==> src/rtl/aagr_pkg.sv <==
// package: register map, field layout, reset values and timing of the ambient adc config block
package aagr_pkg;

  ////////////////////////////////////////////////////////////////////////////
  // register offsets
  localparam logic [7:0] VIS_GAIN_OFS = 8'h11;
  localparam logic [7:0] VIS_RNG_OFS = 8'h12;
  localparam logic [7:0] LED_RSV_OFS = 8'h1C;
  localparam logic [7:0] IR_REC_OFS = 8'h1D;
  localparam logic [7:0] IR_GAIN_OFS = 8'h1E;
  localparam logic [7:0] CTRL_OFS = 8'h20;
  localparam logic [7:0] STATUS_OFS = 8'h21;

  ////////////////////////////////////////////////////////////////////////////
  // field positions
  localparam int GAIN_LSB = 0;
  localparam int GAIN_MSB = 2;
  localparam int RANGE_BIT = 5;
  localparam int REC_LSB = 4;
  localparam int REC_MSB = 6;
  localparam int CTRL_EARLY_BIT = 0;
  localparam int STAT_BUSY_BIT = 0;
  localparam int STAT_IR_BIT = 1;
  localparam int STAT_RECOVER_BIT = 2;

  ////////////////////////////////////////////////////////////////////////////
  // reset values
  localparam logic [7:0] VIS_GAIN_RST = 8'h00;
  localparam logic [7:0] VIS_RNG_RST = 8'h00;
  localparam logic [7:0] LED_RSV_RST = 8'h00;
  localparam logic [7:0] IR_REC_RST = 8'h70;
  localparam logic [7:0] IR_GAIN_RST = 8'h00;
  localparam logic [7:0] CTRL_RST = 8'h00;

  ////////////////////////////////////////////////////////////////////////////
  // timing
  localparam int CORE_CLK_NS = 20;
  localparam int ADC_CLK_NS = 50;
  // least time, rounded up to whole core cycles
  localparam int ADC_BASE_CYC = (ADC_CLK_NS + CORE_CLK_NS - 1) / CORE_CLK_NS;
  localparam logic [2:0] GAIN_MAX = 3'h7;
  localparam int DIV_W = 7;
  localparam int REC_W = 9;

  // recovery length in adc clocks for each code
  function automatic logic [REC_W-1:0] rec_clocks(input logic [2:0] code);
    logic [REC_W-1:0] n;
    n = 9'h001;
    unique case (code)
      3'h0: n = 9'h001;
      3'h1: n = 9'h007;
      3'h2: n = 9'h00F;
      3'h3: n = 9'h01F;
      3'h4: n = 9'h03F;
      3'h5: n = 9'h07F;
      3'h6: n = 9'h0FF;
      3'h7: n = 9'h1FF;
    endcase
    return n;
  endfunction : rec_clocks

  typedef enum logic [1:0] {
    AAGR_IDLE,
    AAGR_RECOVER,
    AAGR_GO
  } aagr_state_t;

endpackage : aagr_pkg

==> src/rtl/aagr_clk_div.sv <==
// adc clock enable: base 60 ns tick (50 ns rounded up to three core cycles) divided by two to the gain code
`timescale 1ns/100ps
module aagr_clk_div (
  // clock and reset
  input wire logic core_clk_i,
  input wire logic rst_i,
  input wire logic ce_i,
  // control
  input wire logic restart_i,
  input wire logic [2:0] gain_i,
  // tick out
  output logic tick_o
);

  localparam int BASE_W = $clog2(aagr_pkg::ADC_BASE_CYC + 1);
  localparam logic [BASE_W-1:0] BASE_LAST = BASE_W'(aagr_pkg::ADC_BASE_CYC - 1);

  logic [BASE_W-1:0] base_reg;
  logic [aagr_pkg::DIV_W-1:0] div_reg;
  logic [aagr_pkg::DIV_W-1:0] div_last;
  logic base_tick;

  // divide by 2**gain
  assign div_last = aagr_pkg::DIV_W'((8'h01 << gain_i) - 8'h01);
  assign base_tick = (base_reg == BASE_LAST);

  always_ff @(posedge core_clk_i) begin
    if (rst_i || (ce_i && restart_i)) begin
      base_reg <= '0;
    end else if (ce_i) begin
      base_reg <= base_tick ? '0 : base_reg + BASE_W'(1);
    end
  end

  always_ff @(posedge core_clk_i) begin
    if (rst_i || (ce_i && restart_i)) begin
      div_reg <= '0;
    end else if (ce_i && base_tick) begin
      div_reg <= (div_reg >= div_last) ? '0 : div_reg + aagr_pkg::DIV_W'(1);
    end
  end

  always_ff @(posedge core_clk_i) begin
    if (rst_i) begin
      tick_o <= 1'b0;
    end else if (ce_i) begin
      tick_o <= !restart_i && base_tick && (div_reg >= div_last);
    end
  end

endmodule : aagr_clk_div

==> src/rtl/aagr_recovery.sv <==
// recovery delay: counts a coded number of adc clocks before a measurement
`timescale 1ns/100ps
module aagr_recovery (
  // clock and reset
  input wire logic core_clk_i,
  input wire logic rst_i,
  input wire logic ce_i,
  // control
  input wire logic load_i,
  input wire logic [2:0] code_i,
  input wire logic tick_i,
  // status
  output logic busy_o,
  output logic done_o
);

  logic [aagr_pkg::REC_W-1:0] left_reg;

  always_ff @(posedge core_clk_i) begin
    if (rst_i) begin
      left_reg <= '0;
      busy_o <= 1'b0;
      done_o <= 1'b0;
    end else if (ce_i) begin
      done_o <= 1'b0;
      if (load_i) begin
        left_reg <= aagr_pkg::rec_clocks(code_i);
        busy_o <= 1'b1;
      end else if (busy_o && tick_i) begin
        left_reg <= left_reg - aagr_pkg::REC_W'(1);
        if (left_reg == aagr_pkg::REC_W'(1)) begin
          busy_o <= 1'b0;
          done_o <= 1'b1;
        end
      end
    end
  end

endmodule : aagr_recovery

==> src/rtl/aagr_top.sv <==
// ambient adc gain, range and recovery configuration with measurement pacing
//
// Operation
// - visible integration scaled by two to gain
// - visible gain code tops at seven
// - adc clock divider equals two to gain
// - visible gain resets to zero
// - range bit five selects high range
// - early sequencer: visible gain and range govern infrared
// - infrared recovery delay from coded adc clocks
// - infrared recovery parameter resets to 0x70
// - infrared integration scaled by its own gain when the early sequencer is off
`timescale 1ns/100ps
module aagr_top (
  // clock, reset, enable
  input wire logic core_clk_i,
  input wire logic rst_i,
  input wire logic ce_i,
  // register port
  input wire logic [7:0] addr_i,
  input wire logic [7:0] wdata_i,
  input wire logic wr_i,
  input wire logic rd_i,
  output logic [7:0] rdata_o,
  // measurement requests
  input wire logic vis_start_i,
  input wire logic ir_start_i,
  // adc control
  output logic adc_tick_o,
  output logic [2:0] gain_code_o,
  output logic [7:0] integ_factor_o,
  output logic high_range_o,
  output logic ir_active_o,
  output logic recovering_o,
  output logic conv_start_o
);

  ////////////////////////////////////////////////////////////////////////////
  // parameter storage
  logic [2:0] visible_gain_exponent_reg;
  logic visible_high_range_reg;
  logic [7:0] led_recovery_reserved_reg;
  logic [2:0] infrared_recovery_select_reg;
  logic [2:0] infrared_gain_exponent_reg;
  logic early_seq_reg;
  logic wr_gain_vis;
  logic wr_range_vis;
  logic wr_led_rsv;
  logic wr_rec_ir;
  logic wr_gain_ir;
  logic wr_ctrl;

  // one write select per parameter, frozen with the clock enable
  assign wr_gain_vis = ce_i && wr_i && (addr_i == aagr_pkg::VIS_GAIN_OFS);
  assign wr_range_vis = ce_i && wr_i && (addr_i == aagr_pkg::VIS_RNG_OFS);
  assign wr_led_rsv = ce_i && wr_i && (addr_i == aagr_pkg::LED_RSV_OFS);
  assign wr_rec_ir = ce_i && wr_i && (addr_i == aagr_pkg::IR_REC_OFS);
  assign wr_gain_ir = ce_i && wr_i && (addr_i == aagr_pkg::IR_GAIN_OFS);
  assign wr_ctrl = ce_i && wr_i && (addr_i == aagr_pkg::CTRL_OFS);

  always_ff @(posedge core_clk_i) begin
    if (rst_i) begin
      visible_gain_exponent_reg <= aagr_pkg::VIS_GAIN_RST[aagr_pkg::GAIN_MSB:aagr_pkg::GAIN_LSB];
    end else if (wr_gain_vis) begin
      // three bits hold every code up to the maximum
      visible_gain_exponent_reg <= wdata_i[aagr_pkg::GAIN_MSB:aagr_pkg::GAIN_LSB];
    end
  end

  always_ff @(posedge core_clk_i) begin
    if (rst_i) begin
      visible_high_range_reg <= aagr_pkg::VIS_RNG_RST[aagr_pkg::RANGE_BIT];
    end else if (wr_range_vis) begin
      visible_high_range_reg <= wdata_i[aagr_pkg::RANGE_BIT];
    end
  end

  always_ff @(posedge core_clk_i) begin
    if (rst_i) begin
      led_recovery_reserved_reg <= aagr_pkg::LED_RSV_RST;
    end else if (wr_led_rsv) begin
      led_recovery_reserved_reg <= wdata_i;
    end
  end

  always_ff @(posedge core_clk_i) begin
    if (rst_i) begin
      infrared_recovery_select_reg <= aagr_pkg::IR_REC_RST[aagr_pkg::REC_MSB:aagr_pkg::REC_LSB];
    end else if (wr_rec_ir) begin
      infrared_recovery_select_reg <= wdata_i[aagr_pkg::REC_MSB:aagr_pkg::REC_LSB];
    end
  end

  always_ff @(posedge core_clk_i) begin
    if (rst_i) begin
      infrared_gain_exponent_reg <= aagr_pkg::IR_GAIN_RST[aagr_pkg::GAIN_MSB:aagr_pkg::GAIN_LSB];
    end else if (wr_gain_ir) begin
      infrared_gain_exponent_reg <= wdata_i[aagr_pkg::GAIN_MSB:aagr_pkg::GAIN_LSB];
    end
  end

  always_ff @(posedge core_clk_i) begin
    if (rst_i) begin
      early_seq_reg <= aagr_pkg::CTRL_RST[aagr_pkg::CTRL_EARLY_BIT];
    end else if (wr_ctrl) begin
      early_seq_reg <= wdata_i[aagr_pkg::CTRL_EARLY_BIT];
    end
  end

  ////////////////////////////////////////////////////////////////////////////
  // measurement sequencer
  aagr_pkg::aagr_state_t state_reg;
  aagr_pkg::aagr_state_t state_next;
  logic ir_sel_reg;
  logic rec_done;
  logic rec_busy;
  logic tick;
  logic accept;
  logic [2:0] gain_sel;
  logic range_sel;
  logic [2:0] gain_pick;
  logic range_pick;
  logic [2:0] gain_hold_reg;
  logic range_hold_reg;

  assign accept = (state_reg == aagr_pkg::AAGR_IDLE) && (vis_start_i || ir_start_i);

  always_comb begin
    state_next = state_reg;
    unique case (state_reg)
      aagr_pkg::AAGR_IDLE: begin
        if (ir_start_i) begin
          state_next = aagr_pkg::AAGR_RECOVER;
        end else if (vis_start_i) begin
          state_next = aagr_pkg::AAGR_GO;
        end
      end
      aagr_pkg::AAGR_RECOVER: begin
        if (rec_done) begin
          state_next = aagr_pkg::AAGR_GO;
        end
      end
      aagr_pkg::AAGR_GO: begin
        state_next = aagr_pkg::AAGR_IDLE;
      end
      default: state_next = aagr_pkg::AAGR_IDLE;
    endcase
  end

  always_ff @(posedge core_clk_i) begin
    if (rst_i) begin
      state_reg <= aagr_pkg::AAGR_IDLE;
    end else if (ce_i) begin
      state_reg <= state_next;
    end
  end

  // infrared wins when both requests arrive together
  always_ff @(posedge core_clk_i) begin
    if (rst_i) begin
      ir_sel_reg <= 1'b0;
    end else if (ce_i && accept) begin
      ir_sel_reg <= ir_start_i;
    end
  end

  // gain and range for the channel asked for by a new request
  always_comb begin
    gain_pick = visible_gain_exponent_reg;
    range_pick = visible_high_range_reg;
    if (ir_start_i) begin
      if (early_seq_reg) begin
        range_pick = visible_high_range_reg;
      end else begin
        gain_pick = infrared_gain_exponent_reg;
        range_pick = 1'b0;
      end
    end
  end

  // settings captured when a request is taken, so later writes cannot disturb a running measurement
  always_ff @(posedge core_clk_i) begin
    if (rst_i) begin
      gain_hold_reg <= aagr_pkg::VIS_GAIN_RST[aagr_pkg::GAIN_MSB:aagr_pkg::GAIN_LSB];
      range_hold_reg <= aagr_pkg::VIS_RNG_RST[aagr_pkg::RANGE_BIT];
    end else if (ce_i && accept) begin
      gain_hold_reg <= gain_pick;
      range_hold_reg <= range_pick;
    end
  end

  assign gain_sel = accept ? gain_pick : gain_hold_reg;
  assign range_sel = accept ? range_pick : range_hold_reg;

  ////////////////////////////////////////////////////////////////////////////
  // adc clock and recovery delay
  aagr_clk_div u_clk_div (
    .core_clk_i(core_clk_i),
    .rst_i(rst_i),
    .ce_i(ce_i),
    .restart_i(accept),
    .gain_i(gain_sel),
    .tick_o(tick)
  );

  // each recovery clock is the gain-scaled adc clock
  aagr_recovery u_recovery (
    .core_clk_i(core_clk_i),
    .rst_i(rst_i),
    .ce_i(ce_i),
    .load_i(accept && ir_start_i),
    .code_i(infrared_recovery_select_reg),
    .tick_i(tick),
    .busy_o(rec_busy),
    .done_o(rec_done)
  );

  ////////////////////////////////////////////////////////////////////////////
  // outputs
  always_ff @(posedge core_clk_i) begin
    if (rst_i) begin
      adc_tick_o <= 1'b0;
    end else if (ce_i) begin
      adc_tick_o <= tick;
    end
  end

  always_ff @(posedge core_clk_i) begin
    if (rst_i) begin
      gain_code_o <= 3'h0;
      integ_factor_o <= 8'h01;
    end else if (ce_i) begin
      gain_code_o <= gain_sel;
      integ_factor_o <= 8'h01 << gain_sel;
    end
  end

  // range follows the captured channel settings
  always_ff @(posedge core_clk_i) begin
    if (rst_i) begin
      high_range_o <= 1'b0;
    end else if (ce_i) begin
      high_range_o <= range_sel;
    end
  end

  always_ff @(posedge core_clk_i) begin
    if (rst_i) begin
      ir_active_o <= 1'b0;
    end else if (ce_i) begin
      ir_active_o <= accept ? ir_start_i : ir_sel_reg;
    end
  end

  // mirrors the recovery counter, one cycle late
  always_ff @(posedge core_clk_i) begin
    if (rst_i) begin
      recovering_o <= 1'b0;
    end else if (ce_i) begin
      recovering_o <= rec_busy;
    end
  end

  // one-cycle pulse as the sequencer enters GO
  always_ff @(posedge core_clk_i) begin
    if (rst_i) begin
      conv_start_o <= 1'b0;
    end else if (ce_i) begin
      conv_start_o <= (state_next == aagr_pkg::AAGR_GO);
    end
  end

  ////////////////////////////////////////////////////////////////////////////
  // register read, data in the cycle after the strobe
  logic [7:0] rd_mux;

  always_comb begin
    rd_mux = 8'h00;
    unique case (addr_i)
      aagr_pkg::VIS_GAIN_OFS: rd_mux[aagr_pkg::GAIN_MSB:aagr_pkg::GAIN_LSB] = visible_gain_exponent_reg;
      aagr_pkg::VIS_RNG_OFS: rd_mux[aagr_pkg::RANGE_BIT] = visible_high_range_reg;
      aagr_pkg::LED_RSV_OFS: rd_mux = led_recovery_reserved_reg;
      aagr_pkg::IR_REC_OFS: rd_mux[aagr_pkg::REC_MSB:aagr_pkg::REC_LSB] = infrared_recovery_select_reg;
      aagr_pkg::IR_GAIN_OFS: rd_mux[aagr_pkg::GAIN_MSB:aagr_pkg::GAIN_LSB] = infrared_gain_exponent_reg;
      aagr_pkg::CTRL_OFS: rd_mux[aagr_pkg::CTRL_EARLY_BIT] = early_seq_reg;
      aagr_pkg::STATUS_OFS: begin
        rd_mux[aagr_pkg::STAT_BUSY_BIT] = (state_reg != aagr_pkg::AAGR_IDLE);
        rd_mux[aagr_pkg::STAT_IR_BIT] = ir_sel_reg;
        rd_mux[aagr_pkg::STAT_RECOVER_BIT] = rec_busy;
      end
      default: rd_mux = 8'h00;
    endcase
  end

  always_ff @(posedge core_clk_i) begin
    if (rst_i) begin
      rdata_o <= 8'h00;
    end else if (ce_i) begin
      rdata_o <= rd_i ? rd_mux : 8'h00;
    end
  end

endmodule : aagr_top

==> config.mk <==
export PLATFORM = sky130hd
export DESIGN_NAME = aagr_top
export DESIGN_NICKNAME = d
export VERILOG_FILES = /design/src/rtl/aagr_pkg.sv /design/src/rtl/aagr_clk_div.sv /design/src/rtl/aagr_recovery.sv /design/src/rtl/aagr_top.sv
export SDC_FILE = /design/constraint.sdc
export NUM_CORES = 1
export LEC_CHECK = 0
export BUFFER_PORTS_ARGS = -buffer_cell sky130_fd_sc_hd__buf_2
export CAP_MARGIN = 20
export CORE_AREA = 2 2 93 95
export CTS_CLUSTER_DIAMETER = 30
export DETAILED_ROUTE_END_ITERATION = 8
export DIE_AREA = 0 0 95 97
export PLACE_DENSITY_LB_ADDON = 0.08
export REMOVE_ABC_BUFFERS = 1
export SYNTH_ARGS = -nofsm -noshare
export SYNTH_HDL_FRONTEND = slang
export SYNTH_SLANG_ARGS = --single-unit
==> constraint.sdc <==
create_clock -name core_clk_i -period 3.7 [get_ports core_clk_i]
set_input_delay 0.37 -clock core_clk_i [delete_from_list [all_inputs] [get_ports core_clk_i]]
set_output_delay 0.37 -clock core_clk_i [all_outputs]
set_load 0.005 [all_outputs]
==> results of run 1 <==
## power breakdown
group          internal [mW]  switching (mW)  total (mW)
Combinational         0.0931           0.148       0.241
Sequential             0.862          0.0195       0.881
Clock                  0.333           0.323       0.656
Total                   1.29           0.491        1.78
## cell type report
| class | instances | area [um2] |
|---|---|---|
| Clock buffer | 10 | 138 |
| Timing Repair Buffer | 54 | 290 |
| Fill cell | 808 | 3970 |
| Multi-Input combinational cell | 300 | 1930 |
| Sequential cell | 78 | 1560 |
| Clock inverter | 6 | 71.3 |
| Tap cell | 105 | 131 |
| Inverter | 11 | 41.3 |
## placed cells by master, fill, tap and decap left out, types with 2 or more instances in the layout
cell type and count:
mux2i_1 26, a21o_1 6, clkbuf_8 10, nand4_1 8, o311ai_0 2, buf_4 8
or2_2 2, buf_2 46, nor3_1 7, nand2_1 40, xor2_1 4, o21ai_0 10
a211oi_1 12, nand4b_1 2, dfxtp_1 78, nand2b_1 4, a32oi_1 3, o22ai_1 3
nor2_1 54, and4_1 4, xnor2_1 3, a222oi_1 4, ha_1 11, clkinvlp_4 2
mux2_2 5, or3_1 3, a21oi_1 28, nor2b_1 2, o211ai_1 4, a22oi_1 5
a22o_1 3, a32o_1 2, clkinv_4 3, and2_1 3, inv_1 10, o21a_1 2
and3_1 3, nand3_1 14
## critical path, stage by stage, from the launching register on
cell	delay (ns)
dfxtp_1	0.34
nand2b_1	0.27
mux2i_1	0.32
a21o_1	0.25
nand3_1	0.15
ha_1	0.31
o311a_1	0.38
ha_1	0.29
a21o_1	0.17
a21o_1	0.19
a21oi_1	0.18
o21ai_2	0.16
a32o_1	0.23
## path summary, 6_finish.rpt
| path | start | to | slack [ns] |
|---|---|---|---|
| setup / recovery | early_seq_reg | u_clk_div.tick_o | 0.35 |
| hold / removal | wdata_i[3] | led_recovery_reserved_reg[3] | 0.25 |
| setup reg to reg | early_seq_reg | u_clk_div.tick_o | 0.35 |
| hold reg to reg | integ_factor_o[3] | integ_factor_o[3] | 0.46 |
## stage by stage
stage	area (um2)	hold WS, ns
2_1_floorplan	3530	0.439
3_3_place_gp	3950	0.448
3_5_place_dp	3950	0.454
4_1_cts	4160	0.237
5_1_grt	4160	0.251
6_report	4160	0.253
## cell families (layout without fill, tap and decap cells)
family / count (synthesis) / after routing
and+or+nand+nor: 157 / 157
AOI/OAI and AO/OA: 94 / 94
DFF: 78 / 78
buffers and inverters: 32 / 81
muxes: 31 / 31
adders and majority gates: 11 / 11
xor gates and xnor gates: 7 / 7
## routing by layer
metal / routed length (um) / share of wire [%] / vias up / track usage, %
li1: - / - / 1578 / -
met3: 294 / 3.5 / 8 / 4.75
met5: 0 / 0 / - / 0
met4: 105 / 1.2 / 0 / 5.13
met1: 4150 / 49 / 1441 / 26.5
met2: 3950 / 46 / 55 / 29.7
==> flow_summary.json, run 1 <==
{
  "ys_seq_elements": 78,
  "antenna_found_initial": 0,
  "yosys_warnings": 0,
  "drive_above_1_share_pct": 18.5,
  "synth_top_family_by_area": "simple AND/OR/NAND/NOR gates",
  "power_mw": 1.78,
  "cts-root-buf": "clkbuf_8",
  "synth-edff-count": 0,
  "ctsHoldBuffers": 0,
  "grt_max_degree": 39,
  "criticalPathCategory": "reg -> reg",
  "grt_pass1_vias": 2943,
  "whs_path_depth": 3,
  "grt_first_pass_wirelength_mm": 14.0,
  "core_um2": 8130,
  "routed_wl_mm": 8.50,
  "ys_types": 57,
  "critPathLaunchType": "flip-flop",
  "hold_violations": 0,
  "max_freq_mhz": 299,
  "drtIter0Drc": 144,
  "cts_made_buffers": 9,
  "yosys.area_share.simple_pct": 21.4,
  "place_ws_ns": 0.195,
  "crit_fanout": 8,
  "syn_area_um2": 3610,
  "rsz0062_at_grt": "no",
  "h-tree-depth": 3,
  "wire_per_inst_um": 15.1,
  "fin_util_pct": 51.2,
  "async_reset_ff_share_pct": 0,
  "skew_ns": 0.0104,
  "rows": 33,
  "hold_path.class": "in -> reg",
  "synth_cells": 410,
  "clock_path_buffers": 2,
  "reg2reg_depth": 12,
  "ctsResizeCount": 0,
  "synth-adder-area-share_pct": 3.81,
  "finalSetupTns_ns": 0,
  "largest_reg_flops": 9,
  "postCtsSetupRepairBufs": 0,
  "p_per_area_nw_per_um2": 427,
  "instances_no_fill": 564,
  "antennaDiodeCount": 0,
  "dpl.hpwl_mm": 5.96,
  "ioPinCount": 47,
  "path_clk_slew_ns": 0.08,
  "cts_tree": "done",
  "clkSinkCount": 78,
  "clk_latency_ns": 0.35,
  "dp.cells": 548,
  "overflow": 0,
  "cap_violations": 0,
  "arrival_ns": 3.59,
  "synth_seq_area_share_pct": 43.2,
  "die-height_um": 97,
  "syn_area_per_cell_um2": 8.81,
  "port_buffers": 46,
  "status": "completed",
  "area_delta_synth_final_pct": 15.3,
  "synth-main-ff-cell": "dfxtp_1",
  "final_nets": 488,
  "start_util_pct": 44.4,
  "synth_compound_area_share_pct": 17.7,
  "end_kind": "flip-flop",
  "slew_headroom_pct": 48.7,
  "grt_usage_pct": 19.2,
  "synthTopCellsByCount": "dfxtp_1, nor2_1, nand2_1, a21oi_1, mux2i_1",
  "slew_viol_final": 0,
  "finalSetupViolCount": 0,
  "post-route-min-period_ns": 3.35,
  "fp.dieArea_um2": 9220,
  "die_width_um": 95,
  "leakage_nw": 1.66,
  "synth_area_leaders": "dfxtp_1, mux2i_1, nor2_1",
  "synth_most_common_cell": "dfxtp_1",
  "num_vias": 3082,
  "cp.required_ns": 3.94,
  "firstDrtPassIters": 4,
  "timing.final.ws_setup_ns": 0.351,
  "ant_nets": 0,
  "netlist.area_leader.share_pct": 43.2,
  "drc_errors": 0,
  "vdd_ir_drop_max_mv": 0.238,
  "yosys.area.top_type": "dfxtp_1",
  "tightestPinTransition_ns": 0.764,
  "finalCritPeriodShare_pct": 90.5,
  "yosys-mux-area-fraction_pct": 8.77,
  "routed_via_density": 5.46,
  "routabilityCongestion": 0.814,
  "synthXorXnorAreaFrac_pct": 1.70
}
(Power assumes the default switching activity.)
==> run 2: changes to the inputs <==
CORE_AREA = 2 2 94 96   (was 2 2 93 95)
DIE_AREA = 0 0 96 98   (was 0 0 95 97)
SYNTH_HIERARCHICAL = 1   (was not set)
==> run 2 against run 1 <==
Against the previous run:
- clock power fell by 17%
- sequential share of layout area fell by 3.2 points
- critical path type unchanged
- largest power group unchanged
- final area fell by 0.39%
- fmax rose by 2.7%
- non-clock buffer count fell by 3
- sequential cell count fell by 7
- first-iteration DRC count fell by 16%
==> flow_summary.json, run 2 <==
{
  "slowest_stage": "nor2_1",
  "fp.dieArea_um2": 9410,
  "path_clk_slew_ns": 0.08,
  "sequentialPowerShare_pct": 49.9,
  "die-height_um": 98,
  "final_cell_mix": "dfxtp_1, nor2_1, buf_2, mux2i_1, nand2_1",
  "ys_seq_elements": 71,
  "r2r-start": "state_reg[1]",
  "async_reset_ff_share_pct": 0,
  "ctsHoldBuffers": 0,
  "largest_reg_flops": 9,
  "yosys_warnings": 6,
  "cts_tree": "done",
  "port_buffers": 46,
  "die_width_um": 96,
  "routed_via_density": 5.50,
  "reg2reg_depth": 10,
  "status": "completed",
  "vdd_ir_drop_max_mv": 0.173,
  "ctsResizeCount": 0,
  "cp.required_ns": 3.95,
  "synth_seq_area_share_pct": 38.6,
  "worstPathCellList": "nor2_1, o2111ai_1, nand2_1, inv_1, or3_1, ha_1, nand2b_1, a2111oi_2, o21ai_1, a221oi_1",
  "cap_violations": 0,
  "cp.depth": 10,
  "netlist.area_leader.share_pct": 38.6,
  "routabilityCongestion": 0.798,
  "p_switching_mw": 0.454,
  "antennaDiodeCount": 0,
  "intPower_mw": 1.17,
  "ys_types": 62,
  "fill_cells": 838,
  "clock_path_buffers": 2,
  "grt_max_degree": 31,
  "end_kind": "flip-flop",
  "combPwrFrac_pct": 16.5,
  "worstSetupStartpoint": "state_reg[1]",
  "post-route-min-period_ns": 3.26,
  "clk_latency_ns": 0.35,
  "regArea_um2": 1420,
  "cp_top_family": "compound AO/OA/AOI/OAI gates",
  "firstDrtPassIters": 4,
  "cts-root-buf": "clkbuf_8",
  "ioPinCount": 47,
  "swShare_pct": 27.9,
  "slew_viol_final": 0,
  "h-tree-depth": 3,
  "critPathLaunchType": "flip-flop",
  "worstHoldEndpoint": "led_recovery_reserved_reg[3]",
  "hold_violations": 0,
  "rows": 34,
  "syn_area_um2": 3680,
  "hold_path.class": "in -> reg",
  "synth-main-ff-cell": "dfxtp_1",
  "finalSetupViolCount": 0,
  "rsz0062_at_grt": "no",
  "synth_most_common_cell": "dfxtp_1",
  "grt_first_pass_wirelength_mm": 14.6,
  "synth_area_leaders": "dfxtp_1, mux2i_1, nor2_1",
  "arrival_ns": 3.51,
  "core_um2": 8470,
  "final_nets": 491,
  "worst-path-buf-inv": 1,
  "syn_area_per_cell_um2": 8.78,
  "synth_cells": 419,
  "dpl.hpwl_mm": 6.17,
  "finalCritPeriodShare_pct": 88.1,
  "cts_made_buffers": 9,
  "max_freq_mhz": 307,
  "drive_above_1_share_pct": 18.2,
  "antenna_found_initial": 0,
  "final_common_cell": "dfxtp_1",
  "leakage_nw": 1.67,
  "grt_pass1_vias": 3017,
  "synth-edff-count": 0,
  "drc_errors": 0,
  "num_vias": 3131,
  "fin_util_pct": 49.0,
  "synthTopCellsByCount": "dfxtp_1, nor2_1, mux2i_1, nand2_1, a21oi_1",
  "regToRegSetupSlack_ns": 0.44,
  "slew_headroom_pct": 46.6,
  "criticalPathCategory": "reg -> reg",
  "tightestPinTransition_ns": 0.795,
  "whs_path_depth": 3,
  "yosys.area.top_type": "dfxtp_1",
  "wire_per_inst_um": 15.0,
  "holdCritStartpoint": "wdata_i[3]",
  "routed_wl_mm": 8.55,
  "clkSinkCount": 71,
  "start_util_pct": 43.5,
  "postCtsSetupRepairBufs": 0,
  "skew_ns": 0.0112,
  "overflow": 0,
  "p_per_area_nw_per_um2": 392,
  "drtIter0Drc": 121,
  "crit_fanout": 11,
  "multiInputGateArea_um2": 2100,
  "cpPeakStageDelay_ns": 0.42,
  "grt_usage_pct": 19.7,
  "area_delta_synth_final_pct": 12.7,
  "ant_nets": 0,
  "finalSetupTns_ns": 0,
  "r2r-end": "u_clk_div/div_reg[5]",
  "power_frac_clock_pct": 33.6
}
==> run 2: changes by cell type after synthesis, moves of 6 or more <==
cell	delta
nand2_1	-12
dfxtp_1	-7
nand3b_1	+6
inv_1	+7
==> run 2: layout make-up <==
type                       count  area share (%)
multi-input combinational    308            50.5
tap                          108            3.26
clock buffer                  13            3.83
sequential                    71            34.3
inverter                      17            1.54
clock inverter                 1           0.121
timing repair buffer          51            6.46
==> run 2: power groups by stage <==
stage / Combinational, mW / Sequential [mW] / Clock (mW)
6_report: 0.269 / 0.812 / 0.546
5_1_grt: 0.303 / 0.816 / 0.603
4_1_cts: 0.270 / 0.812 / 0.568
3_5_place_dp: 0.268 / 0.829 / 0
3_3_place_gp: 0.267 / 0.828 / 0
2_1_floorplan: 0.179 / 0.825 / 0
==> run 2: worst max-delay path by stage <==
stage	end	slack (ns)
6_report	u_clk_div/div_reg[5]	0.44
5_1_grt	u_clk_div/div_reg[6]	0.03
4_1_cts	u_clk_div/div_reg[5]	0.46
3_5_place_dp	u_clk_div/div_reg[5]	0.37
3_3_place_gp	u_clk_div/div_reg[5]	0.41
2_1_floorplan	u_clk_div/div_reg[5]	0.76
==> run 2: metal layers <==
metal  wire, um  part of all wire (%)  GRT usage [%]  vias to the layer above
met1       4290                    50           27.5                     1443
met2       3770                    44           29.2                       57
li1           -                     -              -                     1616
met4        159                   1.9           8.57                        0
met5          0                     0              0                        -
met3        329                   3.8           4.01                       15
==> run 2: cell families after synthesis <==
logic type,after synthesis,share of synthesized area (%)
buffers and inverters,40,4.42
adders and majority gates,10,3.40
DFF,71,38.6
and+or+nand+nor,164,24.0
AOI/OAI and AO/OA,93,18.3
muxes,37,10.4
xor gates and xnor gates,4,0.952
==> run 2: per-stage QoR <==
step	power, mW	std cells	setup slack, ns	hold slack [ns]	cell area [um2]
floorplan	1.00	396	0.760	0.433	3580
CTS	1.65	569	0.455	0.247	4150
global route	1.72	569	0.0333	0.279	4150
finish	1.63	569	0.440	0.257	4150
global placement	1.10	555	0.413	0.447	3980
detailed placement	1.10	555	0.370	0.450	3980
==> run 2: worst min-delay path, stage by stage <==
cell,delay (ns)
buf_2,0.07
mux2i_1,0.05
nor2_1,0.07
